[config.mk]
export PLATFORM = sky130hd
export DESIGN_NAME = link_control_config_regs
export DESIGN_NICKNAME = d
export VERILOG_FILES = /design/src/shared/link_cfg_pkg.sv /design/src/rtl/i2c_input_conditioner.sv /design/src/rtl/link_control_config_regs.sv
export SDC_FILE = /design/constraint.sdc
export NUM_CORES = 1
export LEC_CHECK = 0
export BUFFER_PORTS_ARGS = -buffer_cell sky130_fd_sc_hd__buf_4
export CORE_MARGIN = 2
export CORE_UTILIZATION = 55
export DETAILED_ROUTE_END_ITERATION = 16
export GPL_TIMING_DRIVEN = 0
export MAX_ROUTING_LAYER = met4
export PLACE_DENSITY = 0.88
export SYNTH_ARGS = -nofsm -noshare
export SYNTH_HDL_FRONTEND = slang
export SYNTH_HIERARCHICAL = 1
export SYNTH_SLANG_ARGS = --single-unit
[constraint.sdc]
create_clock -name i_clock -period 5.9 [get_ports i_clock]
set_input_delay 0.885 -clock i_clock [delete_from_list [all_inputs] [get_ports i_clock]]
set_output_delay 0.885 -clock i_clock [all_outputs]
set_load 0.01 [all_outputs]
[src/shared/link_cfg_pkg.sv]
/*
  Holds register indices, reset values, field positions and timing
  constants for the link control configuration register slice.
  Assumes a 25 MHz system clock and APB access with one word per register.
*/
package link_cfg_pkg;

  // ****************************************************************
  // Clock and timing.
  // ****************************************************************
  localparam int CLK_PERIOD_NS   = 40;
  localparam int WD_STEP_MS      = 2;
  localparam int WD_STEP_CYCLES  = WD_STEP_MS * 1000000 / CLK_PERIOD_NS;
  localparam int SCL_EXTRA_CYC   = 5;
  localparam int HOLD_UNIT_NS    = 40;
  localparam int FILTER_UNIT_NS  = 5;

  // ****************************************************************
  // Register indices; byte address is four times the index.
  // ****************************************************************
  localparam logic [7:0] IDX_RESET_CTL   = 8'h04;
  localparam logic [7:0] IDX_WD_CTL      = 8'h16;
  localparam logic [7:0] IDX_FWD_CTL     = 8'h17;
  localparam logic [7:0] IDX_SCL_HIGH    = 8'h18;
  localparam logic [7:0] IDX_SCL_LOW     = 8'h19;
  localparam logic [7:0] IDX_PAYLOAD_CTL = 8'h1a;
  localparam logic [7:0] IDX_BC_ERRORS   = 8'h1b;
  localparam logic [7:0] IDX_PORT_VIEW   = 8'h1e;

  // ****************************************************************
  // Reset values and field positions.
  // ****************************************************************
  localparam logic [7:0] RST_WD_CTL      = 8'hfe;
  localparam logic [7:0] RST_FWD_CTL     = 8'h1e;
  localparam logic [7:0] RST_SCL_HIGH    = 8'ha1;
  localparam logic [7:0] RST_SCL_LOW     = 8'ha5;
  localparam logic [7:0] RST_PAYLOAD_CTL = 8'h00;
  localparam logic [7:0] BC_ERR_MAX      = 8'hff;
  localparam int         POS_PASS_ALL    = 7;
  localparam int         POS_WIDE_MODE   = 1;
  localparam int         POS_SURROUND    = 0;
  localparam int         POS_BC_CLEAR    = 5;
  localparam logic [7:0] PAYLOAD_MASK    = 8'h03;

  // ****************************************************************
  // Carriers.
  // ****************************************************************
  typedef struct packed {
    logic scl;
    logic sda;
  } i2c_lines_t;

  typedef struct packed {
    logic [2:0] hold;
    logic [3:0] depth;
  } cond_cfg_t;

endpackage

[src/rtl/i2c_input_conditioner.sv]
/*
  Synchronises the local I2C SCL and SDA pins, rejects short glitches
  and delays SDA relative to SCL by a programmable hold time.
  Assumes the pins are asynchronous to i_clock.
*/
module i2c_input_conditioner (
  input  wire logic                   i_clock,
  input  wire logic                   i_srst,
  input  wire link_cfg_pkg::i2c_lines_t i_pins,
  input  wire link_cfg_pkg::cond_cfg_t  i_cfg,
  output link_cfg_pkg::i2c_lines_t    o_lines
);
  import link_cfg_pkg::*;

  logic [1:0] meta_reg;
  logic [1:0] sync_reg;
  logic [1:0] filt_reg;
  logic [1:0] cnt_reg [2];
  logic [7:0] sda_hist_reg;
  logic [1:0] thr;

  // Cycles a level must persist; the depth field counts 5 ns units.
  assign thr = 2'((int'(i_cfg.depth) * FILTER_UNIT_NS + CLK_PERIOD_NS - 1) / CLK_PERIOD_NS);

  // Two flip-flop synchroniser for both lines.
  always_ff @(posedge i_clock)
  begin
    meta_reg <= {i_pins.scl, i_pins.sda};
    sync_reg <= meta_reg;
  end

  // Glitch filter: a change is taken only once it outlasts the threshold.
  always_ff @(posedge i_clock)
  begin
    for (int i = 0; i < 2; i++)
    begin
      if (i_srst)
      begin
        filt_reg[i] <= 1'b1;
        cnt_reg[i]  <= 2'h0;
      end
      else if (sync_reg[i] == filt_reg[i])
        cnt_reg[i] <= 2'h0;
      else if (cnt_reg[i] >= thr)
      begin
        filt_reg[i] <= sync_reg[i];
        cnt_reg[i]  <= 2'h0;
      end
      else
        cnt_reg[i] <= cnt_reg[i] + 2'h1;
    end
  end

  // SDA history for the hold delay, one 40 ns step per cycle.
  always_ff @(posedge i_clock)
  begin
    if (i_srst)
      sda_hist_reg <= 8'hff;
    else
      sda_hist_reg <= {sda_hist_reg[6:0], filt_reg[0]};
  end

  assign o_lines.scl = filt_reg[1];
  // Tap the SDA history at the programmed hold.
  assign o_lines.sda = (i_cfg.hold == 3'h0) ? filt_reg[0]
                                            : sda_hist_reg[i_cfg.hold - 3'h1];

endmodule

[src/rtl/link_control_config_regs.sv]
/*
  Configuration and status register slice of a video serializer with
  control channel watchdog, I2C forwarding policy, local I2C pin
  conditioning, master SCL timing, payload and audio modes and the
  back channel error counters.
  Assumes an APB master on i_clock and same-domain control inputs;
  only the I2C pins arrive from outside the clock domain.
*/
// Implementation choice: register access over APB.
module link_control_config_regs #(
  parameter int WD_STEP_CYC = link_cfg_pkg::WD_STEP_CYCLES
) (
  input  wire logic                     i_clock,
  input  wire logic                     i_srst,
  input  wire logic                     psel,
  input  wire logic                     penable,
  input  wire logic                     pwrite,
  input  wire logic [11:0]              paddr,
  input  wire logic [31:0]              pwdata,
  output logic [31:0]                   prdata,
  output logic                          pready,
  output logic                          pslverr,
  input  wire link_cfg_pkg::i2c_lines_t i_pins,
  output link_cfg_pkg::i2c_lines_t      o_lines,
  input  wire logic                     i_cc_busy,
  output logic                          o_cc_abort,
  input  wire logic                     i_access_valid,
  input  wire logic [6:0]               i_access_id,
  input  wire logic [6:0]               i_own_id,
  input  wire logic [6:0]               i_remote_deser_id,
  input  wire logic [6:0]               i_remote_target_id,
  output logic                          o_fwd_valid,
  output logic                          o_fwd_pass,
  input  wire logic                     i_master_active,
  output logic                          o_scl_out,
  output logic                          o_scl_oe,
  input  wire logic                     i_stretch_hold,
  output logic                          o_stretch_release,
  output logic                          o_wide_payload_mode,
  input  wire logic                     i_inband_valid,
  input  wire logic                     i_inband_surround,
  output logic                          o_surround_audio,
  input  wire logic                     i_bist_active,
  input  wire logic                     i_bist_start,
  input  wire logic [1:0]               i_bc_crc_error
);
  import link_cfg_pkg::*;

  typedef enum logic [1:0] {
    WD_IDLE    = 2'b00,
    WD_COUNT   = 2'b01,
    WD_EXPIRED = 2'b10
  } wd_state_t;

  typedef enum logic {
    PH_LOW  = 1'b0,
    PH_HIGH = 1'b1
  } scl_phase_t;

  // ****************************************************************
  // Register storage.
  // ****************************************************************
  logic [7:0]  wd_ctl_reg;
  logic [7:0]  fwd_ctl_reg;
  logic [7:0]  scl_high_reg;
  logic [7:0]  scl_low_reg;
  logic [7:0]  payload_ctl_reg;
  logic        port_view_reg;
  logic [7:0]  bc_err_reg [2];
  logic        sw_clear;
  logic        wr_en;
  logic        rd_hit;
  logic [7:0]  rd_byte;
  logic [7:0]  idx;

  wd_state_t   wd_state_reg;
  logic [31:0] wd_cyc_reg;
  logic [6:0]  wd_steps_reg;
  scl_phase_t  scl_phase_reg;
  logic [8:0]  scl_cnt_reg;
  logic [8:0]  setup_cnt_reg;
  cond_cfg_t   cond_cfg;

  // Full length of a timed SCL phase in cycles.
  function automatic logic [8:0] phase_len(input logic [7:0] count);
    phase_len = {1'b0, count} + 9'(SCL_EXTRA_CYC);
  endfunction

  // Register index if the byte address is aligned and in range, else none.
  function automatic logic [7:0] word_index(input logic [11:0] addr);
    word_index = (addr[1:0] == 2'h0 && addr[11:10] == 2'h0) ? addr[9:2] : 8'hff;
  endfunction

  // ****************************************************************
  // APB slave.
  // ****************************************************************
  assign idx     = word_index(paddr);
  assign pready  = 1'b1;
  assign wr_en   = psel && penable && pwrite;
  assign pslverr = psel && penable && !rd_hit;

  // Read decode; unmapped or misaligned addresses raise an error.
  always_comb
  begin
    rd_hit  = 1'b1;
    rd_byte = 8'h00;
    case (idx)
      IDX_RESET_CTL:   rd_byte = 8'h00;
      IDX_WD_CTL:      rd_byte = wd_ctl_reg;
      IDX_FWD_CTL:     rd_byte = fwd_ctl_reg;
      IDX_SCL_HIGH:    rd_byte = scl_high_reg;
      IDX_SCL_LOW:     rd_byte = scl_low_reg;
      IDX_PAYLOAD_CTL: rd_byte = payload_ctl_reg & PAYLOAD_MASK;
      IDX_BC_ERRORS:   rd_byte = bc_err_reg[port_view_reg];
      IDX_PORT_VIEW:   rd_byte = {7'h00, port_view_reg};
      default:         rd_hit = 1'b0;
    endcase
  end

  // Read data is registered during the setup cycle.
  always_ff @(posedge i_clock)
  begin
    if (i_srst)
      prdata <= 32'h0;
    else if (psel && !penable && !pwrite)
      prdata <= {24'h0, rd_byte};
  end

  // Writable registers, updated in the access phase.
  always_ff @(posedge i_clock)
  begin
    if (i_srst)
    begin
      wd_ctl_reg      <= RST_WD_CTL;
      fwd_ctl_reg     <= RST_FWD_CTL;
      scl_high_reg    <= RST_SCL_HIGH;
      scl_low_reg     <= RST_SCL_LOW;
      payload_ctl_reg <= RST_PAYLOAD_CTL;
      port_view_reg   <= 1'b0;
    end
    else if (wr_en)
    begin
      case (idx)
        IDX_WD_CTL:      wd_ctl_reg <= pwdata[7:0];
        IDX_FWD_CTL:     fwd_ctl_reg <= pwdata[7:0];
        IDX_SCL_HIGH:    scl_high_reg <= pwdata[7:0];
        IDX_SCL_LOW:     scl_low_reg <= pwdata[7:0];
        IDX_PAYLOAD_CTL: payload_ctl_reg <= pwdata[7:0] & PAYLOAD_MASK;
        IDX_PORT_VIEW:   port_view_reg <= pwdata[0];
        default:         ;
      endcase
    end
  end

  // The counter clear bit is a write-only strobe.
  assign sw_clear = wr_en && (idx == IDX_RESET_CTL) && pwdata[POS_BC_CLEAR];

  // ****************************************************************
  // Control channel watchdog.
  // ****************************************************************
  // Steps of 2 ms are counted while a transaction is open; bit 0 stops it.
  always_ff @(posedge i_clock)
  begin
    if (i_srst)
    begin
      wd_state_reg <= WD_IDLE;
      wd_cyc_reg   <= 32'h0;
      wd_steps_reg <= 7'h0;
      o_cc_abort   <= 1'b0;
    end
    else
    begin
      o_cc_abort <= 1'b0;
      case (wd_state_reg)
        WD_IDLE:
        begin
          wd_cyc_reg   <= 32'h0;
          wd_steps_reg <= 7'h0;
          if (i_cc_busy && !wd_ctl_reg[0])
            wd_state_reg <= WD_COUNT;
        end
        WD_COUNT:
        begin
          if (!i_cc_busy || wd_ctl_reg[0])
            wd_state_reg <= WD_IDLE;
          else if (wd_cyc_reg == 32'(WD_STEP_CYC - 1))
          begin
            wd_cyc_reg   <= 32'h0;
            wd_steps_reg <= wd_steps_reg + 7'h1;
            if (wd_steps_reg + 7'h1 >= wd_ctl_reg[7:1])
            begin
              o_cc_abort   <= 1'b1;
              wd_state_reg <= WD_EXPIRED;
            end
          end
          else
            wd_cyc_reg <= wd_cyc_reg + 32'h1;
        end
        WD_EXPIRED:
        begin
          if (!i_cc_busy)
            wd_state_reg <= WD_IDLE;
        end
        default: wd_state_reg <= WD_IDLE;
      endcase
    end
  end

  // ****************************************************************
  // I2C forwarding policy.
  // ****************************************************************
  // One decision per decoded target ID from the local bus.
  always_ff @(posedge i_clock)
  begin
    if (i_srst)
    begin
      o_fwd_valid <= 1'b0;
      o_fwd_pass  <= 1'b0;
    end
    else
    begin
      o_fwd_valid <= i_access_valid;
      if (i_access_valid)
      begin
        if (fwd_ctl_reg[POS_PASS_ALL])
          o_fwd_pass <= (i_access_id != i_own_id);
        else
          o_fwd_pass <= (i_access_id == i_remote_deser_id) ||
                        (i_access_id == i_remote_target_id);
      end
    end
  end

  // ****************************************************************
  // Local pin conditioning.
  // ****************************************************************
  assign cond_cfg.hold  = fwd_ctl_reg[6:4];
  assign cond_cfg.depth = fwd_ctl_reg[3:0];

  i2c_input_conditioner u_cond (
    .i_clock (i_clock),
    .i_srst  (i_srst),
    .i_pins  (i_pins),
    .i_cfg   (cond_cfg),
    .o_lines (o_lines)
  );

  // ****************************************************************
  // Master SCL timing.
  // ****************************************************************
  // Each phase lasts its count plus five cycles; SCL rests high when idle.
  always_ff @(posedge i_clock)
  begin
    if (i_srst || !i_master_active)
    begin
      scl_phase_reg <= PH_HIGH;
      scl_cnt_reg   <= 9'h0;
    end
    else
    begin
      case (scl_phase_reg)
        PH_HIGH:
        begin
          if (scl_cnt_reg >= phase_len(scl_high_reg) - 9'h1)
          begin
            scl_phase_reg <= PH_LOW;
            scl_cnt_reg   <= 9'h0;
          end
          else
            scl_cnt_reg <= scl_cnt_reg + 9'h1;
        end
        PH_LOW:
        begin
          if (scl_cnt_reg >= phase_len(scl_low_reg) - 9'h1)
          begin
            scl_phase_reg <= PH_HIGH;
            scl_cnt_reg   <= 9'h0;
          end
          else
            scl_cnt_reg <= scl_cnt_reg + 9'h1;
        end
        default: scl_phase_reg <= PH_HIGH;
      endcase
    end
  end

  // Open-drain output: the pin is driven only to pull SCL low.
  always_ff @(posedge i_clock)
  begin
    if (i_srst)
      o_scl_oe <= 1'b0;
    else
      o_scl_oe <= i_master_active && (scl_phase_reg == PH_LOW);
  end

  assign o_scl_out = 1'b0;

  // ****************************************************************
  // Target SDA setup before releasing a stretched SCL.
  // ****************************************************************
  // The low count doubles as the setup interval.
  always_ff @(posedge i_clock)
  begin
    if (i_srst || !i_stretch_hold)
    begin
      setup_cnt_reg     <= 9'h0;
      o_stretch_release <= 1'b0;
    end
    else if (setup_cnt_reg >= phase_len(scl_low_reg) - 9'h1)
      o_stretch_release <= 1'b1;
    else
      setup_cnt_reg <= setup_cnt_reg + 9'h1;
  end

  // ****************************************************************
  // Payload and audio modes.
  // ****************************************************************
  // Wide mode follows the payload register; surround follows the in-band flag while it is valid.
  always_ff @(posedge i_clock)
  begin
    if (i_srst)
    begin
      o_wide_payload_mode <= 1'b0;
      o_surround_audio    <= 1'b0;
    end
    else
    begin
      o_wide_payload_mode <= payload_ctl_reg[POS_WIDE_MODE];
      o_surround_audio    <= i_inband_valid ? i_inband_surround
                                            : payload_ctl_reg[POS_SURROUND];
    end
  end

  // ****************************************************************
  // Back channel error counters.
  // ****************************************************************
  // Per-port counts saturate; the clear wins over a same-cycle error.
  always_ff @(posedge i_clock)
  begin
    for (int p = 0; p < 2; p++)
    begin
      if (i_srst || i_bist_start || sw_clear)
        bc_err_reg[p] <= 8'h00;
      else if (i_bist_active && i_bc_crc_error[p] && bc_err_reg[p] != BC_ERR_MAX)
        bc_err_reg[p] <= bc_err_reg[p] + 8'h01;
    end
  end

endmodule

* Word-level counts from Yosys, hierarchy flattened *
Memory sizes are Yosys's and may differ from the RTL's. A register that Yosys moved wholly into a read port is not among the register bits.
Cells that the tools add are included.

storage, ports and cells
  memory bits (writable) = 20
  latch bits = 0
  word-level logic and storage cells = 202
  output and inout port bits = 44
  bits in read-only memories = 0
  flip-flop bits (word level) = 124
  memories kept = 2

memories
  memory          depth  bits a word  read ports  clocked after memory_dff  wr ports  RTL line                        text
  bc_err_reg      2      8            3           1                         2         link_control_config_regs.sv:69  logic [7:0] bc_err_reg [2];
  u_cond.cnt_reg  2      2            2           0                         2         i2c_input_conditioner.sv:18     logic [1:0] cnt_reg [2];

cells by class
  reductions and logical operators = 45
  order comparisons = 7
  equality and inequality tests = 24
  multiplexer cells = 69
  shift operators = 0
  multipliers = 1
  divide/modulo/power cells = 1
  add/sub/neg operators = 15
  bitwise gates (word level) = 13

operators with widths
  kind                     count
  $mux W32                 2
  $pmux W32 S2             1
  $eq A8 B5 Y1 const B     7
  $pmux W8 S7              1
  $mux W1                  42
  $add A32 B1 Y32 const B  1
  $add A32 B7 Y32 const B  1
  $div A32 B7 Y32 const B  1
  $eq A32 B16 Y1 const B   1
  $sub A32 B2 Y32 const B  1
  $ge A9 B9 Y1             3
  $mux W8                  3
  $mux W2                  11
  $add A8 B3 Y9 const B    2
  $add A9 B1 Y9 const B    2
  $mux W9                  2
  $pmux W9 S2              1
  $reduce_and A2 Y1        9
  $sub A9 B1 Y9 const B    2
  $add A8 B1 Y8 const B    2
  $ne A8 B8 Y1 const B     2
  $eq A7 B7 Y1             2
  $logic_and A1 B1 Y1      14
  $mux W7                  2
  29 further kinds         60

* Depth between registers and ports, before layout *
Gate-level depths: netlist of the first run.

  depth after elaboration = 11
  gate-level depth with buffers = 22
  mapped depth without buffers = 22

* By module *
Netlist of the first run, hierarchy kept.

modules (own cells, without submodules)
  module                    cells an instance  instances  sequential area each (um2)  area each (um2)
  link_control_config_regs  847                1          2702.6                      7354.6
  i2c_input_conditioner     169                1          400.4                       1547.7

* Worst setup path before layout of the first run *
Ideal clock, no wire load.

  path kind = register to register
  from = register fwd_ctl_reg[3]
  to = memory u_cond.cnt_reg[0][1] (data pin)
  setup time = 0.131 ns
  arrival = 4.559 ns
  stages on the path, launching flop included = 22
  setup slack = 1.210 ns
  path through = dfxtp_1 -> ha_1 -> ha_1 -> ha_1 -> nand2b_1 -> a21oi_4 -> xnor2_2 -> inv_1 -> ha_1 -> or2b_1 -> ha_1 -> nor2b_1 -> a21oi_1 -> o221ai_1 -> o2111ai_1 -> o31ai_1 -> nand3_1 -> ha_1 -> nand2b_1 -> a21oi_1 -> nor3b_1 -> and2_1

RTL lines
  what                    RTL line                         text
  from (decl)             link_control_config_regs.sv:64   logic [7:0] fwd_ctl_reg;
  from (signal assigned)  link_control_config_regs.sv:145  IDX_FWD_CTL: fwd_ctl_reg <= pwdata[7:0];
  to (decl)               i2c_input_conditioner.sv:18

==> impl_metrics.csv, run 1 <==
group,metric,value,unit
outcome,status,"completed",
clock_tree,cts_tree,"done",
place,post-place-ws,0.391,ns
critical_path,r2r-end,"u_cond/cnt_reg[1][1]",
clock_tree,cts_buffers,17,
drt,num_vias,7976,
die,coreArea,15800,µm²
pwr,p_total,2.30,mW
timing,period_minus_slack,5.45,ns
global_routing,grt_usage,0.267,
synth,yosys.cell_types.count,91,
synth,avgSynthCellArea,8.76,µm²
global_routing,grt_overflow,0,
pwr,p_leak,4.34,nW
final_layout,post-route-util,0.662,
timing,maxSlewViolCount,0,
drt,viasPerCell,5.81,
final_layout,nNetsFinal,1291,
pwr,share_seq_of_total_power,0.448,
place,portBuffers,81,
global_routing,antenna_found_initial,0,
critical_path,cp-end-kind,"flip-flop",
synth,synth_area,8900,µm²
worst_hold_path,holdPathStages,0,
timing,whs,0.326,ns
pwr,p_switching,0.529,mW
critical_path,reg2reg_depth,22,
timing,maxSlewHeadroom,0.456,
clock_tree,cts_buffer_depth,2,
timing,fin_tns_setup,0,ns
synth,synth-edff-count,20,
pwr,switching_share,0.230,
pwr,power_frac_clock,0.481,
drt,ant_nets,0,
die,rows,46,
drt,firstDrtPassIters,6,
final_layout,n_antenna_cell,0,
flow_run,cap_violations,0,
clock_tree,hold_buffers,0,
die,die_h,131,µm
critical_path,crit_fanout,10,
critical_path,critical_path_class,"reg -> reg",
timing,min_period_over_period,0.923,
drt,drt_iter0_markers,548,
worst_hold_path,hold_path.class,"reg -> reg",
final_layout,largest_register_ffs,32,
timing,setup_violations,0,
final_layout,syn_to_final_growth,17.8,%
timing,worst_slack,0.455,ns
clock_tree,cts_sinks,145,
clock_tree,htree_levels,4,
pwr,intPower,1.77,mW
pwr,power_frac_comb,0.070,
synth,synthArstFlopShare,0,
synth,yosys_warnings,6,
drt,wl,22500,µm
die,die_w,131,µm
global_routing,grt_max_degree,17,
timing,fin_skew,0.00554,ns
timing,rsz0062_at_grt,"false",
synth,ys_ff_latch,145,
global_routing,grt_pass1_vias,7721,
critical_path,r2r_slack,0.45,ns
critical_path,startpoint_type,"flip-flop",
final_layout,drive_gt1_frac,0.181,
synth,ys_seq_area_frac,0.349,
clock_tree,clk_latency,0.43,ns
die,initial_core_util,0.562,
synth,synth_ff_type,"dfxtp_1",
timing,fmax,184,MHz
critical_path,critical_path_arrival,5.75,ns
critical_path,reg2reg_from,"fwd_ctl_reg[0]",
clock_tree,clk_pin_slew_worst_paths,0.06,ns
timing,hold_violations,0,
worst_hold_path,min_from,"u_cond/meta_reg[0]",
pwr,powerDensity,219,nW/µm²
drt,post-route-drc-count,0,
pwr,peakVddDrop,217,µV
place,dpl.hpwl,16000,µm
timing,worstMarginPinSlew,0.816,ns
die,io_pins,133,
critical_path,critPathRequiredTime,6.20,ns
place,gp_congestion,0.901,
synth,syn_inst,1016,
die,dieArea,17200,µm²
worst_hold_path,min_to,"u_cond/sync_reg[0]",
drt,avgRoutedWirePerCell,16.4,µm
global_routing,grt_pass1_wl,36800,µm
clock_tree,ctsRootBufferMaster,"clkbuf_16",
worst max-delay path, cell delays in order (launching register included):
cell       delay [ns]
dfxtp_1          0.45
inv_1            0.10
ha_1             0.31
inv_1            0.06
fa_1             0.46
nand2b_1         0.21
a21oi_4          0.33
xnor2_2          0.22
inv_1            0.10
ha_1             0.28
or2b_1           0.26
ha_1             0.32
nor2b_1          0.24
a21oi_1          0.07
o221ai_1         0.17
o2111ai_1        0.13
o31ai_1          0.26
nand3_1          0.15
ha_1             0.30
nand2b_1         0.14
a21oi_1          0.28
nor3b_1          0.32
and2_1           0.18
worst max-delay path by stage:
| stage | from | to | slack (ns) | depth (start not counted) |
|---|---|---|---|---|
| after floorplan | fwd_ctl_reg[3] | u_cond/cnt_reg[0][1] | 1.21 | 21 |
| after global placement | fwd_ctl_reg[3] | u_cond/cnt_reg[0][0] | 0.60 | 21 |
| after detailed placement | fwd_ctl_reg[3] | u_cond/cnt_reg[1][1] | 0.39 | 21 |
| after CTS | fwd_ctl_reg[3] | u_cond/cnt_reg[1][1] | 0.37 | 21 |
| after global routing | fwd_ctl_reg[0] | u_cond/cnt_reg[1][1] | 0.07 | 22 |
| final | fwd_ctl_reg[0] | u_cond/cnt_reg[1][1] | 0.45 | 22 |
per-stage QoR:
| step | instance area (µm²) | instances |
|---|---|---|
| final | 10500 | 1372 |
| after global routing | 10500 | 1372 |
| after CTS | 10500 | 1372 |
| after detailed placement | 9880 | 1340 |
| after global placement | 9880 | 1340 |
| after floorplan | 9000 | 1043 |
Yosys cell counts, drive strengths merged (3+ instances only):
master,n,area share
a211oi,8,0.0087
a21o,9,0.0079
a21oi,49,0.030
a221o,5,0.0056
a221oi,8,0.0079
a22oi,4,0.0034
a31o,3,0.0030
a31oi,12,0.0084
and2,16,0.012
and3,21,0.015
and4,7,0.0069
buf,48,0.044
clkbuf,9,0.0051
conb,3,0.0013
dfxtp,125,0.28
edfxtp,20,0.067
ha,58,0.082
inv,41,0.017
mux2i,35,0.039
nand2,91,0.038
nand2b,13,0.0091
nand3,61,0.034
nand4,22,0.015
nor2,87,0.038
nor2b,10,0.0073
nor3,20,0.013
nor3b,5,0.0042
nor4,8,0.0073
o2111ai,3,0.0030
o211ai,10,0.011
o21a,4,0.0034
o21ai,70,0.041
o31ai,7,0.0059
or2,12,0.0087
or3,5,0.0035
or4,3,0.0030
xnor2,27,0.027
xor2,43,0.042
cell families (layout without fill, tap and decap cells):
group | count (synthesis) | in the layout | synth area share
XOR/XNOR | 70 | 70 | 0.0697
adder cells (fa/ha/maj) | 59 | 59 | 0.0838
flip-flops | 145 | 145 | 0.349
other | 3 | 30 | 0.00126
multiplexers | 39 | 39 | 0.0469
AO/OA/AOI/OAI | 211 | 211 | 0.157
buffers and inverters | 99 | 212 | 0.0670
AND/OR/NAND/NOR | 390 | 390 | 0.226
power groups by stage:
stage | logic (mW) | registers [mW] | clock network, mW
floorplan | 0.0879 | 1.05 | 0
global placement | 0.152 | 1.05 | 0
detailed placement | 0.157 | 1.05 | 0
CTS | 0.159 | 1.03 | 1.11
global route | 0.175 | 1.03 | 1.15
finish | 0.162 | 1.03 | 1.11
cell type report:
class	instances	area [µm²]
Clock inverter	12	155
Inverter	41	154
Multi-Input combinational cell	799	5300
Fill cell	1219	5340
Clock buffer	20	447
Tap cell	216	270
Buffer	58	443
Sequential cell	145	3100
Timing Repair Buffer	81	608
routing by layer:
layer,vias up,share of wire,global-route usage
met2,263,0.50,0.451
met5,-,0,-
li1,3851,-,-
met3,62,0.053,0.0517
met4,0,0.024,0.0990
met1,3800,0.42,0.317
what timing repair did:
action,CTS,global route
endpoints found under the hold margin,0,0
buffers inserted,0,0
endpoints found under the setup margin,0,4
resized for setup,0,1
layout by cell type (no fill, tap or decap), drive strengths merged, types with 4 or more instances in the layout:
| cell | count |
|---|---|
| a22oi | 4 |
| and3 | 21 |
| inv | 44 |
| nand3 | 61 |
| buf | 129 |
| a211oi | 8 |
| nand4 | 22 |
| nor2 | 87 |
| nor2b | 10 |
| and4 | 7 |
| or3 | 5 |
| o21ai | 70 |
| xor2 | 43 |
| xnor2 | 27 |
| or2 | 12 |
| clkinv | 5 |
| conb | 30 |
| clkbuf | 29 |
| a31oi | 12 |
| dfxtp | 125 |
| ha | 58 |
| a21o | 9 |
| nor4 | 8 |
| o211ai | 10 |
| nor3 | 20 |
| mux2i | 35 |
| and2 | 16 |
| a221oi | 8 |
| a21oi | 49 |
| nor3b | 5 |
| o31ai | 7 |
| o21a | 4 |
| nand2 | 91 |
| edfxtp | 20 |
| nand2b | 13 |
| a221o | 5 |
Power figures use the tool's default switching activity.
==> run 2, diff against run 1 <==
--- a/config.mk
+++ b/config.mk
@@ -6,6 +6,7 @@
 export NUM_CORES = 1
 export LEC_CHECK = 0
 export BUFFER_PORTS_ARGS = -buffer_cell sky130_fd_sc_hd__buf_4
+export CORE_ASPECT_RATIO = 1.2
 export CORE_MARGIN = 2
 export CORE_UTILIZATION = 55
 export DETAILED_ROUTE_END_ITERATION = 16
==> run 2 against run 1 <==
  * Register-to-register slack gained 0.09 ns
  * Setup slack gained 0.091 ns
  * Combinational power is essentially flat
  * Total power shrank 2.2%
  * Fmax grew 1.7%
  * Global-route usage grew 1.0 points
  * Critical path depth shrank 1
  * Non-clock buffer count is the same
==> impl_metrics.csv, run 2 (same netlist as run 1, synthesis figures left out) <==
group,metric,value,unit
outcome,status,"completed",
drt,post-route-drc-count,0,
timing,worstMarginPinSlew,0.807,ns
clock_tree,cts_tree,"done",
clock_tree,cts_buffers,17,
die,die_w,120,µm
critical_path,worstSetupPathDepth,21,
timing,fin_skew,0.00913,ns
final_layout,nNetsFinal,1291,
die,io_pins,133,
timing,maxSlewHeadroom,0.458,
clock_tree,cts_setup_buffers,0,
clock_tree,ctsRootBufferMaster,"clkbuf_16",
timing,fin_tns_setup,0,ns
final_layout,n_antenna_cell,0,
pwr,powerDensity,215,nW/µm²
die,rows,50,
critical_path,cp_slowest_cell,"dfxtp_1",
critical_path,crit_chain,"ha_1 -> ha_1 -> ha_1 -> nand2b_1 -> a21oi_4 -> xnor2_2 -> inv_1 -> ha_1 -> or2b_1 -> ha_1 -> nor2b_1 -> a21oi_1 -> o221ai_1 -> o2111ai_1 -> o31ai_1 -> nand3_1 -> ha_1 -> nand2b_1 -> a21oi_1 -> nor3b_1 -> and2_1",
final_layout,largest_register_ffs,32,
final_layout,layout_commonest_cell,"dfxtp_1",
die,die_h,143,µm
drt,avgRoutedWirePerCell,16.6,µm
drt,viasPerCell,5.84,
place,dpl.hpwl,16000,µm
flow_run,cap_violations,0,
clock_tree,cts-resized-gates,0,
critical_path,crit_fanout,11,
clock_tree,clk_pin_slew_worst_paths,0.06,ns
clock_tree,clk_latency,0.43,ns
drt,firstDrtPassIters,5,
critical_path,reg2reg_depth,21,
pwr,p_leak,4.31,nW
final_layout,final_cell_mix,"dfxtp_1 (125), buf_4 (117), nand2_1 (91), nor2_1 (84), nand3_1 (61)",
timing,worst_slack,0.545,ns
die,dieArea,17200,µm²
timing,fmax,187,MHz
place,gp_congestion,0.959,
critical_path,cp-end-kind,"flip-flop",
place,portBuffers,81,
die,coreArea,15700,µm²
pwr,peakVddDrop,186,µV
place,placed_cell_area,9870,µm²
critical_path,cp_top_family,"adder cells",
clock_tree,hold_buffers,0,
critical_path,worst_path_most_repeated_cell,"ha_1",
clock_tree,cts_buffer_depth,2,
timing,setup_violations,0,
critical_path,cpPeakStageDelay,0.57,ns
final_layout,drive_gt1_frac,0.183,
drt,drt_iter0_markers,599,
timing,whs,0.330,ns
worst_hold_path,hold_path.class,"reg -> reg",
clock_tree,cts_sinks,145,
critical_path,path_buf_inv,1,
drt,num_vias,7961,
drt,wl,22600,µm
critical_path,critical_path_class,"reg -> reg",
die,initial_core_util,0.567,
global_routing,grt_pass1_wl,36700,µm
timing,period_minus_slack,5.35,ns
timing,hold_violations,0,
drt,ant_nets,0,
global_routing,grt_usage,0.277,
timing,min_period_over_period,0.908,
critical_path,critical_path_arrival,5.65,ns
pwr,p_total,2.25,mW
final_layout,syn_to_final_growth,17.4,%
place,post-place-ws,0.604,ns
timing,rsz0062_at_grt,"false",
critical_path,startpoint_type,"flip-flop",
timing,maxSlewViolCount,0,
global_routing,antenna_found_initial,0,
final_layout,stdcell_area,10400,µm²
worst_hold_path,holdPathStages,0,
global_routing,grt_max_degree,17,
critical_path,critPathRequiredTime,6.20,ns
global_routing,grt_pass1_vias,7667,
clock_tree,htree_levels,4,
global_routing,grt_overflow,0,
==> run 2: cell types whose count changed in the layout (fill, tap and decap cells not counted) <==
cell / change
clkinv_4: +1
inv_6: +3
clkbuf_8: -1
dfxtp_2: -1
dfxtp_1: +1
clkinv_1: -1
clkinv_2: -2
clkinvlp_4: +3
inv_8: +1
clkbuf_1: -2
bufinv_16: -2
==> run 2: worst paths after layout <==
path	end	slack (ns)	from
worst min-delay path	u_cond/sync_reg[0]	0.33	u_cond/meta_reg[0]
worst max register to register	u_cond/cnt_reg[0][0]	0.55	fwd_ctl_reg[3]
worst max-delay path	u_cond/cnt_reg[0][0]	0.55	fwd_ctl_reg[3]
worst min register to register	u_cond/sync_reg[0]	0.33	u_cond/meta_reg[0]
==> run 2: metrics by stage <==
stage | util | instances
after CTS | 0.665 | 1364
after global routing | 0.665 | 1364
final | 0.665 | 1364
after detailed placement | 0.629 | 1332
after floorplan | - | 1043
after global placement | 0.629 | 1332
==> run 2: worst register-to-register path: cells and delay by family (launching register included) <==
family	cells	cell delay, ns
adders and majority gates	6	1.87
and+or+nand+nor	7	1.29
AOI/OAI and AO/OA	6	1.18
DFF	1	0.57
xor gates and xnor gates	1	0.22
buffers and inverters	1	0.10
==> run 2: power breakdown <==
part	switching [mW]	total (mW)	internal [mW]
combinational	0.0838	0.160	0.0761
sequential	0.0144	1.03	1.01
clock	0.467	1.06	0.592
total	0.565	2.25	1.68
==> run 2: per-layer routing <==
| metal | GRT usage | part of all wire |
|---|---|---|
| met1 | 0.302 | 0.39 |
| met2 | 0.485 | 0.51 |
| met3 | 0.0552 | 0.064 |
| met4 | 0.130 | 0.035 |
| met5 | - | 0 |
==> run 2: area by class of cell <==
cell class	count	area [µm²]
Tap cell	208	260
Multi-Input combinational cell	799	5300
Clock buffer	17	425
Fill cell	1228	5260
Timing Repair Buffer	81	608
Buffer	58	443
Clock inverter	15	150
Inverter	41	154
Sequential cell	145	3100
